[config.mk]
export PLATFORM = sky130hd
export DESIGN_NAME = esc_regs_top
export DESIGN_NICKNAME = d
export VERILOG_FILES = /design/src/verilog/esc_pkg.sv /design/src/verilog/esc_write_seq.sv /design/src/verilog/esc_regs_top.sv
export SDC_FILE = /design/constraint.sdc
export NUM_CORES = 1
export LEC_CHECK = 0
export BUFFER_PORTS_ARGS = -buffer_cell sky130_fd_sc_hd__buf_2
export CAP_MARGIN = 30
export CORE_MARGIN = 1.5
export CORE_UTILIZATION = 42
export CTS_CLUSTER_SIZE = 24
export DETAILED_ROUTE_END_ITERATION = 8
export PLACE_DENSITY = 0.72
export SLEW_MARGIN = 20
export SYNTH_ARGS = -nofsm -noshare
export SYNTH_HDL_FRONTEND = slang
export SYNTH_SLANG_ARGS = --single-unit
[constraint.sdc]
create_clock -name clk_in -period 1.09 [get_ports clk_in]
set_clock_uncertainty 0.15 [all_clocks]
set_input_delay 0.109 -clock clk_in [delete_from_list [all_inputs] [get_ports clk_in]]
set_output_delay 0.109 -clock clk_in [all_outputs]
set_load 0.05 [all_outputs]
[src/verilog/esc_pkg.sv]
/*
 * shared constants for the nvm status/control register pair:
 * register offsets, field positions, reset values and sequencer states.
 * assumes an 8-bit register port in the core's extended sfr space.
 */
package esc_pkg;

    localparam logic [7:0] ESC_STATUS_ADDR = 8'hE1;
    localparam logic [7:0] ESC_CONTROL_ADDR = 8'hE2;

    localparam logic [7:0] ESC_STATUS_RESET = 8'h00;
    localparam logic [7:0] ESC_CONTROL_RESET = 8'h00;
    localparam logic [7:0] ESC_UNMAPPED_DATA = 8'h00;

    localparam int ESC_BANK_LSB = 0;
    localparam int ESC_BANK_MSB = 2;
    localparam int ESC_WRITE_BUSY_BIT = 3;
    localparam int ESC_CACHE_BUSY_BIT = 4;
    localparam int ESC_WRITE_OK_BIT = 5;
    localparam int ESC_CRC_ERR_BIT = 6;
    localparam int ESC_TRIM_ERR_BIT = 7;

    localparam int ESC_REQUEST_BIT = 0;

    localparam logic [2:0] ESC_BANK_RESET = 3'h0;
    localparam logic [2:0] ESC_BANK_LAST = 3'h5;

    typedef enum logic [1:0] {
        ESC_SEQ_IDLE,
        ESC_SEQ_START,
        ESC_SEQ_WAIT
    } esc_seq_state_t;

endpackage

[src/verilog/esc_write_seq.sv]
/*
 * bank 0 program sequencer: turns a request into a start pulse towards
 * the nvm macro, keeps the busy flag until the macro reports done and
 * latches the outcome as the success flag.
 * assumes done_in is a one-cycle pulse that follows start_out.
 */
`timescale 1ns/1ps

module esc_write_seq
    import esc_pkg::*;
(
    input wire logic clk_in,
    input wire logic reset_in,
    input wire logic req_in,
    input wire logic done_in,
    input wire logic ok_in,
    output logic start_out,
    output logic busy_out,
    output logic success_out
);

    esc_seq_state_t state_q;
    logic busy_q;
    logic success_q;
    logic accept;

    // a request while busy is dropped; software must poll busy first
    assign accept = req_in && (state_q == ESC_SEQ_IDLE);

    always_ff @(posedge clk_in or posedge reset_in) begin
        if (reset_in) begin
            state_q <= ESC_SEQ_IDLE;
        end else begin
            case (state_q)
                ESC_SEQ_IDLE: begin
                    if (accept) begin
                        state_q <= ESC_SEQ_START;
                    end
                end
                ESC_SEQ_START: begin
                    state_q <= ESC_SEQ_WAIT;
                end
                ESC_SEQ_WAIT: begin
                    if (done_in) begin
                        state_q <= ESC_SEQ_IDLE;
                    end
                end
                default: begin
                    state_q <= ESC_SEQ_IDLE;
                end
            endcase
        end
    end

    always_ff @(posedge clk_in or posedge reset_in) begin
        if (reset_in) begin
            busy_q <= 1'b0;
        end else if (accept) begin
            busy_q <= 1'b1;
        end else if (state_q == ESC_SEQ_WAIT && done_in) begin
            busy_q <= 1'b0;
        end
    end

    // cleared when a new operation starts so a stale pass cannot be read
    always_ff @(posedge clk_in or posedge reset_in) begin
        if (reset_in) begin
            success_q <= 1'b0;
        end else if (accept) begin
            success_q <= 1'b0;
        end else if (state_q == ESC_SEQ_WAIT && done_in) begin
            success_q <= ok_in;
        end
    end

    assign start_out = (state_q == ESC_SEQ_START);
    assign busy_out = busy_q;
    assign success_out = success_q;

endmodule

[src/verilog/esc_regs_top.sv]
/*
 * nvm status and control registers for the embedded core.
 * holds the status register (bank, busy flags, success, crc and trim
 * errors) and the control register whose bit 0 starts a bank 0 program.
 * assumes the core's sfr port: one-cycle strobes, read data the cycle
 * after the read strobe, and status levels synchronous to clk_in.
 */
// Functional notes
// status bits 2:0 show the selected bank, 000..101 for banks 0..5.
// write busy flag reads 1 while a program operation runs, else 0.
// cache load busy flag reads 1 while data is copied to cache.
// write success flag reads 1 after a correctly completed program.
// status bit 6 reads 1 when the stored contents fail crc.
// status bit 7 reads 1 when internal trim values are corrupted.
// writing 1 to control bit 0 starts a bank 0 program; 0 does nothing.
// software waits for busy to clear before trusting success or re-requesting.
`timescale 1ns/1ps

module esc_regs_top
    import esc_pkg::*;
(
    input wire logic clk_in,
    input wire logic reset_in,
    input wire logic [7:0] addr_in,
    input wire logic [7:0] wdata_in,
    input wire logic wr_in,
    input wire logic rd_in,
    output logic [7:0] rdata_out,
    input wire logic [2:0] bank_code_in,
    input wire logic cache_load_busy_in,
    input wire logic crc_error_in,
    input wire logic trim_error_in,
    input wire logic write_done_in,
    input wire logic write_ok_in,
    output logic write_start_out
);

    function automatic logic hit(input logic [7:0] a, input logic [7:0] reg_addr);
        hit = (a == reg_addr);
    endfunction

    logic [2:0] selected_bank_code_q;
    logic cache_load_busy_flag_q;
    logic crc_error_flag_q;
    logic trim_error_flag_q;
    logic [7:0] nvm_control_q;
    logic [7:0] rdata_q;
    logic [7:0] nvm_status;
    logic core_write_request;
    logic write_busy_flag;
    logic write_success_flag;

    // live levels from the nvm macro, registered so every read sees flops
    always_ff @(posedge clk_in or posedge reset_in) begin
        if (reset_in) begin
            selected_bank_code_q <= ESC_BANK_RESET;
        end else begin
            selected_bank_code_q <= bank_code_in;
        end
    end

    always_ff @(posedge clk_in or posedge reset_in) begin
        if (reset_in) begin
            cache_load_busy_flag_q <= 1'b0;
        end else begin
            cache_load_busy_flag_q <= cache_load_busy_in;
        end
    end

    always_ff @(posedge clk_in or posedge reset_in) begin
        if (reset_in) begin
            crc_error_flag_q <= 1'b0;
            trim_error_flag_q <= 1'b0;
        end else begin
            crc_error_flag_q <= crc_error_in;
            trim_error_flag_q <= trim_error_in;
        end
    end

    // all eight control bits store and read back; only bit 0 acts
    always_ff @(posedge clk_in or posedge reset_in) begin
        if (reset_in) begin
            nvm_control_q <= ESC_CONTROL_RESET;
        end else if (wr_in && hit(addr_in, ESC_CONTROL_ADDR)) begin
            nvm_control_q <= wdata_in;
        end
    end

    // the write itself is the trigger, so rewriting 1 starts again once idle
    assign core_write_request = wr_in && hit(addr_in, ESC_CONTROL_ADDR)
                                && wdata_in[ESC_REQUEST_BIT];

    esc_write_seq u_write_seq (
        .clk_in(clk_in),
        .reset_in(reset_in),
        .req_in(core_write_request),
        .done_in(write_done_in),
        .ok_in(write_ok_in),
        .start_out(write_start_out),
        .busy_out(write_busy_flag),
        .success_out(write_success_flag)
    );

    always_comb begin
        nvm_status = ESC_STATUS_RESET;
        nvm_status[ESC_BANK_MSB:ESC_BANK_LSB] = selected_bank_code_q;
        nvm_status[ESC_WRITE_BUSY_BIT] = write_busy_flag;
        nvm_status[ESC_CACHE_BUSY_BIT] = cache_load_busy_flag_q;
        nvm_status[ESC_WRITE_OK_BIT] = write_success_flag;
        nvm_status[ESC_CRC_ERR_BIT] = crc_error_flag_q;
        nvm_status[ESC_TRIM_ERR_BIT] = trim_error_flag_q;
    end

    // read data stands only in the cycle after the strobe, zero otherwise
    always_ff @(posedge clk_in or posedge reset_in) begin
        if (reset_in) begin
            rdata_q <= ESC_UNMAPPED_DATA;
        end else if (rd_in && hit(addr_in, ESC_STATUS_ADDR)) begin
            rdata_q <= nvm_status;
        end else if (rd_in && hit(addr_in, ESC_CONTROL_ADDR)) begin
            rdata_q <= nvm_control_q;
        end else begin
            rdata_q <= ESC_UNMAPPED_DATA;
        end
    end

    assign rdata_out = rdata_q;
endmodule

==> summary.txt, run 1 <==
Drt
  – DR pass1 iterations: 4
  – Initial DRC count: 11
  – DRT antenna net count: 0
  – Vias per cell: 4.97
  – Vias: 791
  – Post-route DRC: 0
  – DRT Wirelength: 2200 µm
  – DR WL/cell: 13.8 µm

Clock tree
  – CTS Root Cell: clkbuf_4
  – CTS Buffer Depth: 2
  – H-tree depth: 1
  – Clock sinks: 26
  – Clock slew at reported path FFs: 0.13 ns
  – Clock Latency Late Sink: 0.31 ns
  – TritonCTS clock tree: yes
  – Num CTS Buffers: 3

Synth
  – Post-synthesis sequential area ratio: 63.8%
  – Mapped Cells: 69
  – Syn_nets: 97
  – Yosys warnings: 0
  – Seq cells post-synth: 26
  – Distinct cells, synth: 21
  – Syn_area_per_cell: 14.8 µm²
  – Post-Syn Area: 0.00102 mm²

Global route
  – Grt total ovfl: 0
  – Largest net degree at the start of global routing: 27
  – Gr usage total: 18.3%
  – Vias in the first global route: 801
  – Initial antenna violation count: 0
  – Global-route wire length before repair: 3640 µm

Timing
  – Unrepaired setup endpoints after global routing: yes
  – Least-Margin Pin Slew: 0.316 ns
  – Final Setup Violations: 21
  – Clock period minus worst slack: 1.29 ns
  – Worst Slack Setup Final: -0.202 ns
  – Max Freq: 774 MHz
  – Hold slack: 0.0280 ns
  – Relative slew slack: 78.9%
  – Final period util: 119%
  – Slew Viols, Final: 0
  – Final hold viol count: 0

Cells and area
  – N_diodes: 0
  – Area Growth Syn to Fin: 56.0%
  – Fin nets: 160
  – Register Area: 651 µm²
  – Finished Cell Area: 0.00159 mm²
  – Area taken by multi-input logic gates: 372 µm²
  – Commonest cells after routing, fill and taps aside: 26 x dfrtp_1, 25 x buf_2, 16 x dlygate4sd3_1
  – Final core utilization: 70.5%
  – Final Non-Filler Cells: 159
  – Most common cell after layout, fill and taps aside: dfrtp_1
  – Filler cells: 163
  – Layout cell share with drive strength beyond 1: 48.9%

Floorplanning
  – Die W: 52.3 µm
  – Starting Density: 45.2%
  – DIE AREA: 0.00273 mm²
  – Core area: 0.00225 mm²
  – Num rows: 17
  – Die Ht: 52.3 µm
  – Ports: 37

Worst hold path
  – HP Class: input pin to flip-flop

Place
  – DP HPWL: 1330 µm
  – GP Congestion: 0.696
  – Placed insts: 135
  – Placed inst area: 0.00125 mm²
  – Input/output buffers: 36
  – Pre-CTS setup slack: -0.428 ns

Worst setup path
  – CP peak stage delay: 0.44 ns
  – CP Max Fanout: 2
  – Worst path slowest cell: dfrtp_1
  – Critical Path End Type: output port
  – Startpoint types: flip-flop
  – Crit-path cells: nor2b_4 -> buf_6
  – Worst EP required: 0.83 ns
  – Crit Path Category: flip-flop to output port
  – Buffers and inverters on the worst path: 1
  – Critical path arrival: 1.03 ns
  – Top Family by Delay on Critical Path: flip-flops

Power and ir drop
  – VDD IR max: 0.000761 V
  – Leakage: 0.782 nW
  – Power density of the placed cells: 1160 mW/mm²

Run status
  – Status: finished with violations
  – Failing checks: negative setup slack

Job
  – Max capacitance violation total: 0
## cell type report
| type | count | area share [%] |
|---|---|---|
| Tap cell | 28 | 2.20 |
| Sequential cell | 26 | 40.9 |
| Timing Repair Buffer | 60 | 30.0 |
| Inverter | 1 | 0.236 |
| Clock inverter | 1 | 1.89 |
| Multi-Input combinational cell | 40 | 23.4 |
| Clock buffer | 3 | 1.42 |
## registers in the layout, indices dropped and copies added (netlist names)
name and flops:
u_write_seq.success_out 1, u_write_seq.busy_out 1, crc_error_flag_q 1, u_write_seq.state_q 2, nvm_control_q 8, selected_bank_code_q 3, trim_error_flag_q 1, cache_load_busy_flag_q 1
rdata_out 8
## synthesized netlist by cell type
library cell | number | area, µm²
a22oi_1 | 8 | 60.1
a31oi_1 | 1 | 6.26
a32o_1 | 1 | 10.0
and2_0 | 1 | 6.26
and3_2 | 1 | 7.51
and4_4 | 1 | 11.3
buf_12 | 1 | 20.0
buf_6 | 1 | 11.3
clkbuf_1 | 1 | 3.75
dfrtp_1 | 26 | 651
inv_1 | 1 | 3.75
mux2_2 | 1 | 11.3
mux2_4 | 7 | 105
mux2i_1 | 1 | 10.0
nand3_1 | 1 | 5.00
nand3b_1 | 1 | 7.51
nor2_1 | 9 | 33.8
nor2b_1 | 3 | 18.8
nor3b_1 | 1 | 7.51
nor4b_4 | 1 | 23.8
or2_2 | 1 | 6.26
## what timing repair did
item | in CTS | in global routing
pin swaps | 2 | 3
resized for setup | 25 | 2
setup buffers | 2 | 1
hold endpoints to repair | 43 | 0
setup endpoints to repair | 21 | 21
hold buffers | 16 | 0
cloned | 1 | 0
## final timing paths
check | startpoint | to | slack [ns] | depth (start not counted)
setup / recovery | u_write_seq.state_q[1] | write_start_out | -0.20 | 2
hold / removal | write_done_in | u_write_seq.busy_out | 0.03 | 3
setup reg to reg | u_write_seq.state_q[1] | u_write_seq.success_out | -0.16 | 4
hold reg to reg | selected_bank_code_q[1] | rdata_out[1] | 0.37 | 2
max in group asynchronous | reset_in | rdata_out[0] | 0.33 | 4
min in group asynchronous | reset_in | selected_bank_code_q[2] | 0.22 | 4
## power by group
group	internal [mW]	switching (mW)
Combinational	0.119	0.0733
Sequential	0.993	0.0135
Clock	0.371	0.277
## per-stage QoR
step	total power [mW]	TNS [ns]
detailed placement	1.16	-4.51
global route	1.93	-1.83
CTS	1.86	-1.03
floorplan	1.09	-1.91
global placement	1.16	-3.90
finish	1.85	-1.31
## cell families (layout without fill, tap and decap cells)
| group | after synthesis | count (layout) | share of synthesized area (%) |
|---|---|---|---|
| DFF | 26 | 26 | 63.8 |
| and+or+nand+nor | 20 | 21 | 12.5 |
| AOI/OAI and AO/OA | 10 | 10 | 7.49 |
| muxes | 9 | 9 | 12.4 |
| buffers and inverters | 4 | 65 | 3.80 |
## layer usage
layer,part of all wire (%),vias to the layer above,GRT usage (%)
met5,0,-,0
met4,0.87,0,5.98
met3,2.9,2,2.00
met2,53,23,29.7
met1,44,397,25.6
li1,-,369,-
## worst min-delay path: stages
cell and delay, ns:
buf_2 0.10, nand3b_1 0.12, a32o_1 0.13
(Power assumes the default switching activity.)
==> run 2: changes to the inputs <==
Settings changed: CORE_ASPECT_RATIO set to 0.7, TNS_END_PERCENT set to 30.
==> summary.txt, run 2 (same netlist as run 1, synthesis figures left out) <==
Run status
  – Status: finished with violations (unchanged)
  – Failing checks: negative setup slack (unchanged)

Cells and area
  – Register Area: 651 µm² (unchanged)
  – Layout cell share with drive strength beyond 1: 46.5% (was 48.9%)
  – Final core utilization: 70.5% (about the same)
  – Area taken by multi-input logic gates: 349 µm² (was 372 µm²)
  – Final Non-Filler Cells: 161 (was 159)
  – N_diodes: 0 (unchanged)
  – Most common cell after layout, fill and taps aside: dfrtp_1 (unchanged)
  – Fin nets: 158 (was 160)
  – Area Growth Syn to Fin: 53.7% (was 56.0%)
  – Commonest cells after routing, fill and taps aside: 26 x dfrtp_1, 25 x buf_2, 17 x dlygate4sd3_1 (was 26 x dfrtp_1, 25 x buf_2, 16 x dlygate4sd3_1)
  – Filler cells: 158 (was 163)

Timing
  – Worst Slack Setup Final: -0.231 ns (was -0.202 ns)
  – Final Setup Violations: 21 (unchanged)
  – Max Freq: 757 MHz (was 774 MHz)
  – Clock period minus worst slack: 1.32 ns (was 1.29 ns)
  – Final period util: 121% (was 119%)
  – Least-Margin Pin Slew: 0.596 ns (was 0.316 ns)
  – Final hold viol count: 0 (unchanged)
  – Unrepaired setup endpoints after global routing: yes (unchanged)
  – Relative slew slack: 60.2% (was 78.9%)
  – Slew Viols, Final: 0 (unchanged)

Floorplanning
  – Starting Density: 45.8% (was 45.2%)
  – Core area: 0.00222 mm² (was 0.00225 mm²)
  – Ports: 37 (unchanged)
  – Die W: 61.9 µm (was 52.3 µm)
  – Num rows: 14 (was 17)
  – DIE AREA: 0.00274 mm² (was 0.00273 mm²)
  – Die Ht: 44.2 µm (was 52.3 µm)

Global route
  – Gr usage total: 16.1% (was 18.3%)
  – Global-route wire length before repair: 3080 µm (was 3640 µm)
  – Grt total ovfl: 0 (unchanged)
  – Vias in the first global route: 722 (was 801)
  – Initial antenna violation count: 0 (unchanged)
  – Largest net degree at the start of global routing: 27 (unchanged)

Drt
  – Vias: 756 (was 791)
  – Vias per cell: 4.70 (was 4.97)
  – DRT Wirelength: 2120 µm (was 2200 µm)
  – DRT antenna net count: 0 (unchanged)
  – DR pass1 iterations: 4 (unchanged)
  – Initial DRC count: 6 (was 11)
  – DR WL/cell: 13.2 µm (was 13.8 µm)
  – Post-route DRC: 0 (unchanged)

Power and ir drop
  – Logic pwr share: 9.9% (was 10.4%)
  – Clk pwr share: 35.7% (was 35.1%)
  – Sw Ratio: 20.0% (was 19.7%)
  – Leakage: 0.768 nW (was 0.782 nW)
  – Net Sw Power: 0.369 mW (was 0.364 mW)
  – Total power: 1.85 mW (about the same)
  – Reg power frac: 54.4% (was 54.5%)
  – VDD IR max: 0.00138 V (was 0.000761 V)
  – Power density of the placed cells: 1180 mW/mm² (was 1160 mW/mm²)
  – P_int: 1.48 mW (about the same)

Worst setup path
  – CP Max Fanout: 2 (unchanged)
  – R2R setup slack: -0.16 ns (about the same)
  – Critical Path End Type: output port (unchanged)
  – Reg2Reg Launch Point: u_write_seq.state_q[1] (unchanged)
  – Crit Path Category: flip-flop to output port (unchanged)
  – Worst R2R Path Depth: 3 (was 4)
  – Worst r2r dst: u_write_seq.state_q[1] (was u_write_seq.success_out)
  – Startpoint types: flip-flop (unchanged)
  – Critical path arrival: 1.06 ns (was 1.03 ns)
  – Worst EP required: 0.83 ns (about the same)

Clock tree
  – Clock slew at reported path FFs: 0.15 ns (was 0.13 ns)
  – Clock sinks: 26 (unchanged)
  – CTS Root Cell: clkbuf_4 (unchanged)
  – TritonCTS clock tree: yes (unchanged)
  – CTS Buffer Depth: 2 (unchanged)
  – Clock Latency Late Sink: 0.33 ns (was 0.31 ns)
  – Num CTS Buffers: 3 (unchanged)
  – H-tree depth: 1 (unchanged)

Worst hold path
  – HP Class: input pin to flip-flop (unchanged)
  – Hold Path Depth: 4 (was 3)
  – Hold Path End: rdata_out[6] (was u_write_seq.busy_out)
  – HP Start: rd_in (was write_done_in)

Job
  – Max capacitance violation total: 0 (unchanged)

Place
  – DP HPWL: 1340 µm (was 1330 µm)
  – Placed insts: 138 (was 135)
  – Pre-CTS setup slack: -0.440 ns (was -0.428 ns)
  – GP Congestion: 0.696 (about the same)
  – Input/output buffers: 36 (unchanged)
run 2: worst max path at each step:
stage / start / to / cells past startpoint
5_1_grt: u_write_seq.state_q[1] / write_start_out / 2
4_1_cts: u_write_seq.state_q[1] / write_start_out / 2
3_3_place_gp: addr_in[3] / nvm_control_q[6] / 4
2_1_floorplan: addr_in[3] / nvm_control_q[0] / 4
3_5_place_dp: addr_in[3] / nvm_control_q[6] / 4
6_report: u_write_seq.state_q[1] / write_start_out / 2
run 2: timing repair:
| action | CTS | global route |
|---|---|---|
| hold buffers | 17 | 0 |
| setup buffers | 2 | 0 |
| endpoints found under the setup margin | 20 | 21 |
| resized for setup | 22 | 3 |
| hold endpoints to repair | 43 | 0 |
| pin swaps | 0 | 2 |
run 2: worst max-delay path, stage by stage, from the launching register on:
cell and delay [ns]:
dfrtp_1 0.44, nor2b_4 0.14, buf_8 0.15
run 2: power groups by stage:
stage / Clock, mW / Combinational, mW / Sequential [mW]
after global placement: 0 / 0.128 / 1.02
after global routing: 0.708 / 0.202 / 1.01
after CTS: 0.662 / 0.184 / 1.01
after floorplan: 0 / 0.0657 / 1.02
final: 0.660 / 0.184 / 1.01
after detailed placement: 0 / 0.132 / 1.02
run 2: routing by layer:
layer,vias to the layer above,share of wire (%),wire length (µm),GRT usage [%]
met5,-,0,0,0
met4,0,0,0,2.55
met3,0,3.5,74,6.14
met2,22,51,1080,26.5
met1,371,46,969,20.9
li1,363,-,-,-
run 2: layout make-up:
| type | count | share of cell area (%) |
|---|---|---|
| Tap cell | 32 | 2.55 |
| Clock inverter | 1 | 1.92 |
| Multi-Input combinational cell | 39 | 22.3 |
| Timing Repair Buffer | 59 | 30.1 |
| Sequential cell | 26 | 41.5 |
| Clock buffer | 3 | 1.44 |
| Inverter | 1 | 0.239 |
run 2: metrics by stage:
step | hold slack [ns] | TNS [ns] | area [µm²]
finish | 0.0191 | -1.22 | 1570
global route | 0.00437 | -1.73 | 1570
CTS | 0.0162 | -1.13 | 1560
detailed placement | 0.0211 | -4.69 | 1240
global placement | 0.0171 | -4.34 | 1240
floorplan | -0.00957 | -1.96 | 1030
==> run 3: changes to the inputs <==
Settings changed: BUFFER_PORTS_ARGS -buffer_cell sky130_fd_sc_hd__buf_2 to unset, CORE_UTILIZATION 42 to 40, DONT_BUFFER_PORTS set to 1, PLACE_DENSITY 0.72 to 0.56.
==> summary.txt, run 3 (same netlist as run 1, synthesis figures left out) <==
Timing
  – Hold slack: -0.0104 ns (was 0.0191 ns)
  – Relative slew slack: 58.5% (was 60.2%)
  – Clock period minus worst slack: 1.36 ns (was 1.32 ns)
  – Unrepaired setup endpoints after global routing: yes (unchanged)
  – Total Neg Setup Slack: -1.14 ns (was -1.22 ns)
  – Final period util: 124% (was 121%)
  – Least-Margin Pin Slew: 0.621 ns (was 0.596 ns)
  – Final hold viol count: 6 (was 0)
  – Final Setup Violations: 13 (was 21)
  – Max Freq: 738 MHz (was 757 MHz)
  – Slew Viols, Final: 0 (unchanged)
  – Worst Slack Setup Final: -0.266 ns (was -0.231 ns)

Floorplanning
  – Ports: 37 (unchanged)
  – Die W: 63.4 µm (was 61.9 µm)
  – Num rows: 15 (was 14)
  – Core area: 0.00244 mm² (was 0.00222 mm²)
  – DIE AREA: 0.00287 mm² (was 0.00274 mm²)
  – Die Ht: 45.2 µm (was 44.2 µm)
  – Starting Density: 41.8% (was 45.8%)

Place
  – Input/output buffers: 0 (was 36)
  – Placed inst area: 0.00114 mm² (was 0.00124 mm²)
  – Placed insts: 113 (was 138)
  – DP HPWL: 1190 µm (was 1340 µm)
  – GP Congestion: 0.683 (was 0.696)

Clock tree
  – Clock Latency Late Sink: 0.31 ns (was 0.33 ns)
  – Clock slew at reported path FFs: 0.13 ns (was 0.15 ns)
  – Num CTS Buffers: 3 (unchanged)
  – TritonCTS clock tree: yes (unchanged)
  – Clock sinks: 26 (unchanged)
  – H-tree depth: 1 (unchanged)
  – CTS Buffer Depth: 2 (unchanged)
  – CTS Root Cell: clkbuf_4 (unchanged)

Power and ir drop
  – Leakage: 0.650 nW (was 0.768 nW)
  – VDD IR max: 0.000698 V (was 0.00138 V)
  – Power density of the placed cells: 1080 mW/mm² (was 1180 mW/mm²)

Worst setup path
  – Worst EP required: 0.83 ns (about the same)
  – Reg2Reg Launch Point: u_write_seq.state_q[1] (unchanged)
  – Critical path arrival: 1.10 ns (was 1.06 ns)
  – Buffers and inverters on the worst path: 2 (was 1)
  – Worst R2R Path Depth: 4 (was 3)
  – Crit-path cells: nor2b_4 -> buf_6 -> buf_12 (was nor2b_4 -> buf_8)
  – CP peak stage delay: 0.41 ns (was 0.44 ns)
  – Critical Path End Type: output port (unchanged)
  – Top Family by Delay on Critical Path: flip-flops (unchanged)
  – CP Max Fanout: 2 (unchanged)
  – Worst r2r dst: u_write_seq.state_q[1] (unchanged)
  – R2R setup slack: -0.24 ns (was -0.16 ns)
  – Worst path slowest cell: dfrtp_1 (unchanged)
  – Crit Path Category: flip-flop to output port (unchanged)
  – Startpoint types: flip-flop (unchanged)

Drt
  – DRT Wirelength: 1860 µm (was 2120 µm)
  – Vias per cell: 4.90 (was 4.70)
  – Vias: 666 (was 756)
  – DR pass1 iterations: 4 (unchanged)
  – Post-route DRC: 0 (unchanged)
  – Initial DRC count: 14 (was 6)
  – DRT antenna net count: 0 (unchanged)
  – DR WL/cell: 13.7 µm (was 13.2 µm)

Global route
  – Grt total ovfl: 0 (unchanged)
  – Initial antenna violation count: 0 (unchanged)
  – Global-route wire length before repair: 2980 µm (was 3080 µm)
  – Vias in the first global route: 674 (was 722)
  – Largest net degree at the start of global routing: 27 (unchanged)
  – Gr usage total: 14.1% (was 16.1%)

Worst hold path
  – Hold Path End: rdata_out[4] (was rdata_out[6])
  – Hold Path Depth: 2 (was 4)
  – HP Class: input pin to flip-flop (unchanged)
  – HP Start: rd_in (unchanged)

Cells and area
  – Finished Cell Area: 0.00141 mm² (was 0.00157 mm²)
  – Area Growth Syn to Fin: 37.8% (was 53.7%)
  – Filler cells: 200 (was 158)
  – Final Non-Filler Cells: 136 (was 161)
  – Fin nets: 132 (was 158)
  – N_diodes: 0 (unchanged)
  – Most common cell after layout, fill and taps aside: dfrtp_1 (unchanged)
  – Commonest cells after routing, fill and taps aside: 26 x dfrtp_1, 17 x dlygate4sd3_1, 10 x buf_6 (was 26 x dfrtp_1, 25 x buf_2, 17 x dlygate4sd3_1)
  – Layout cell share with drive strength beyond 1: 32.4% (was 46.5%)

Job
  – Max capacitance violation total: 0 (unchanged)

Run status
  – Status: finished with violations (unchanged)
  – Failing checks: negative hold slack, negative setup slack (was negative setup slack)
[run 3: cell count changes in the layout (fill, tap and decap cells not counted), sizes merged]
| cell | previous run | this run |
|---|---|---|
| bufinv | 1 | 0 |
| buf | 42 | 16 |
[run 3: layout make-up]
cell class	instances	area, µm²	area share, %
Timing Repair Buffer	33	340	24.2
Tap cell	34	42.5	3.03
Sequential cell	26	651	46.3
Clock buffer	3	22.5	1.60
Multi-Input combinational cell	39	345	24.6
Inverter	1	3.75	0.267
[run 3: what timing repair did]
item / CTS / global route
buffers inserted: 2 / 1
setup endpoints to repair: 12 / 13
hold buffers: 17 / 0
endpoints found under the hold margin: 44 / 0
gates resized for setup: 10 / 2
pin swaps: 0 / 1
[run 3: worst max path at each step]
stage / startpoint / end / slack (ns) / cells after the start
after floorplan: addr_in[3] / nvm_control_q[0] / -0.23 / 4
after global placement: addr_in[3] / nvm_control_q[6] / -0.28 / 3
after detailed placement: addr_in[3] / nvm_control_q[6] / -0.30 / 3
after CTS: u_write_seq.state_q[0] / write_start_out / -0.28 / 3
after global routing: u_write_seq.state_q[0] / write_start_out / -0.32 / 3
final: u_write_seq.state_q[0] / write_start_out / -0.27 / 3
[run 3: metal layers]
metal	track usage (%)	routed length, µm
met2	23.8	927
met3	4.99	102
met1	17.6	816
met5	0	0
met4	3.91	10
[run 3: where the power goes]
group          total [mW]  switching (mW)  internal, mW  leakage, nW
registers            1.01          0.0128         0.993        0.348
logic               0.129          0.0508        0.0787        0.289
clock network       0.388           0.259         0.129       0.0138
[run 3: metrics by stage]
step / power, mW / worst slack (ns) / util (%) / hold WS (ns)
finish: 1.52 / -0.266 / 57.6 / -0.0104
CTS: 1.53 / -0.278 / 56.9 / 0.00265
detailed placement: 1.10 / -0.303 / 46.9 / -0.0798
global placement: 1.10 / -0.277 / 46.9 / -0.0770
global route: 1.59 / -0.323 / 57.6 / 0.00855
floorplan: 1.09 / -0.233 / - / -0.00957
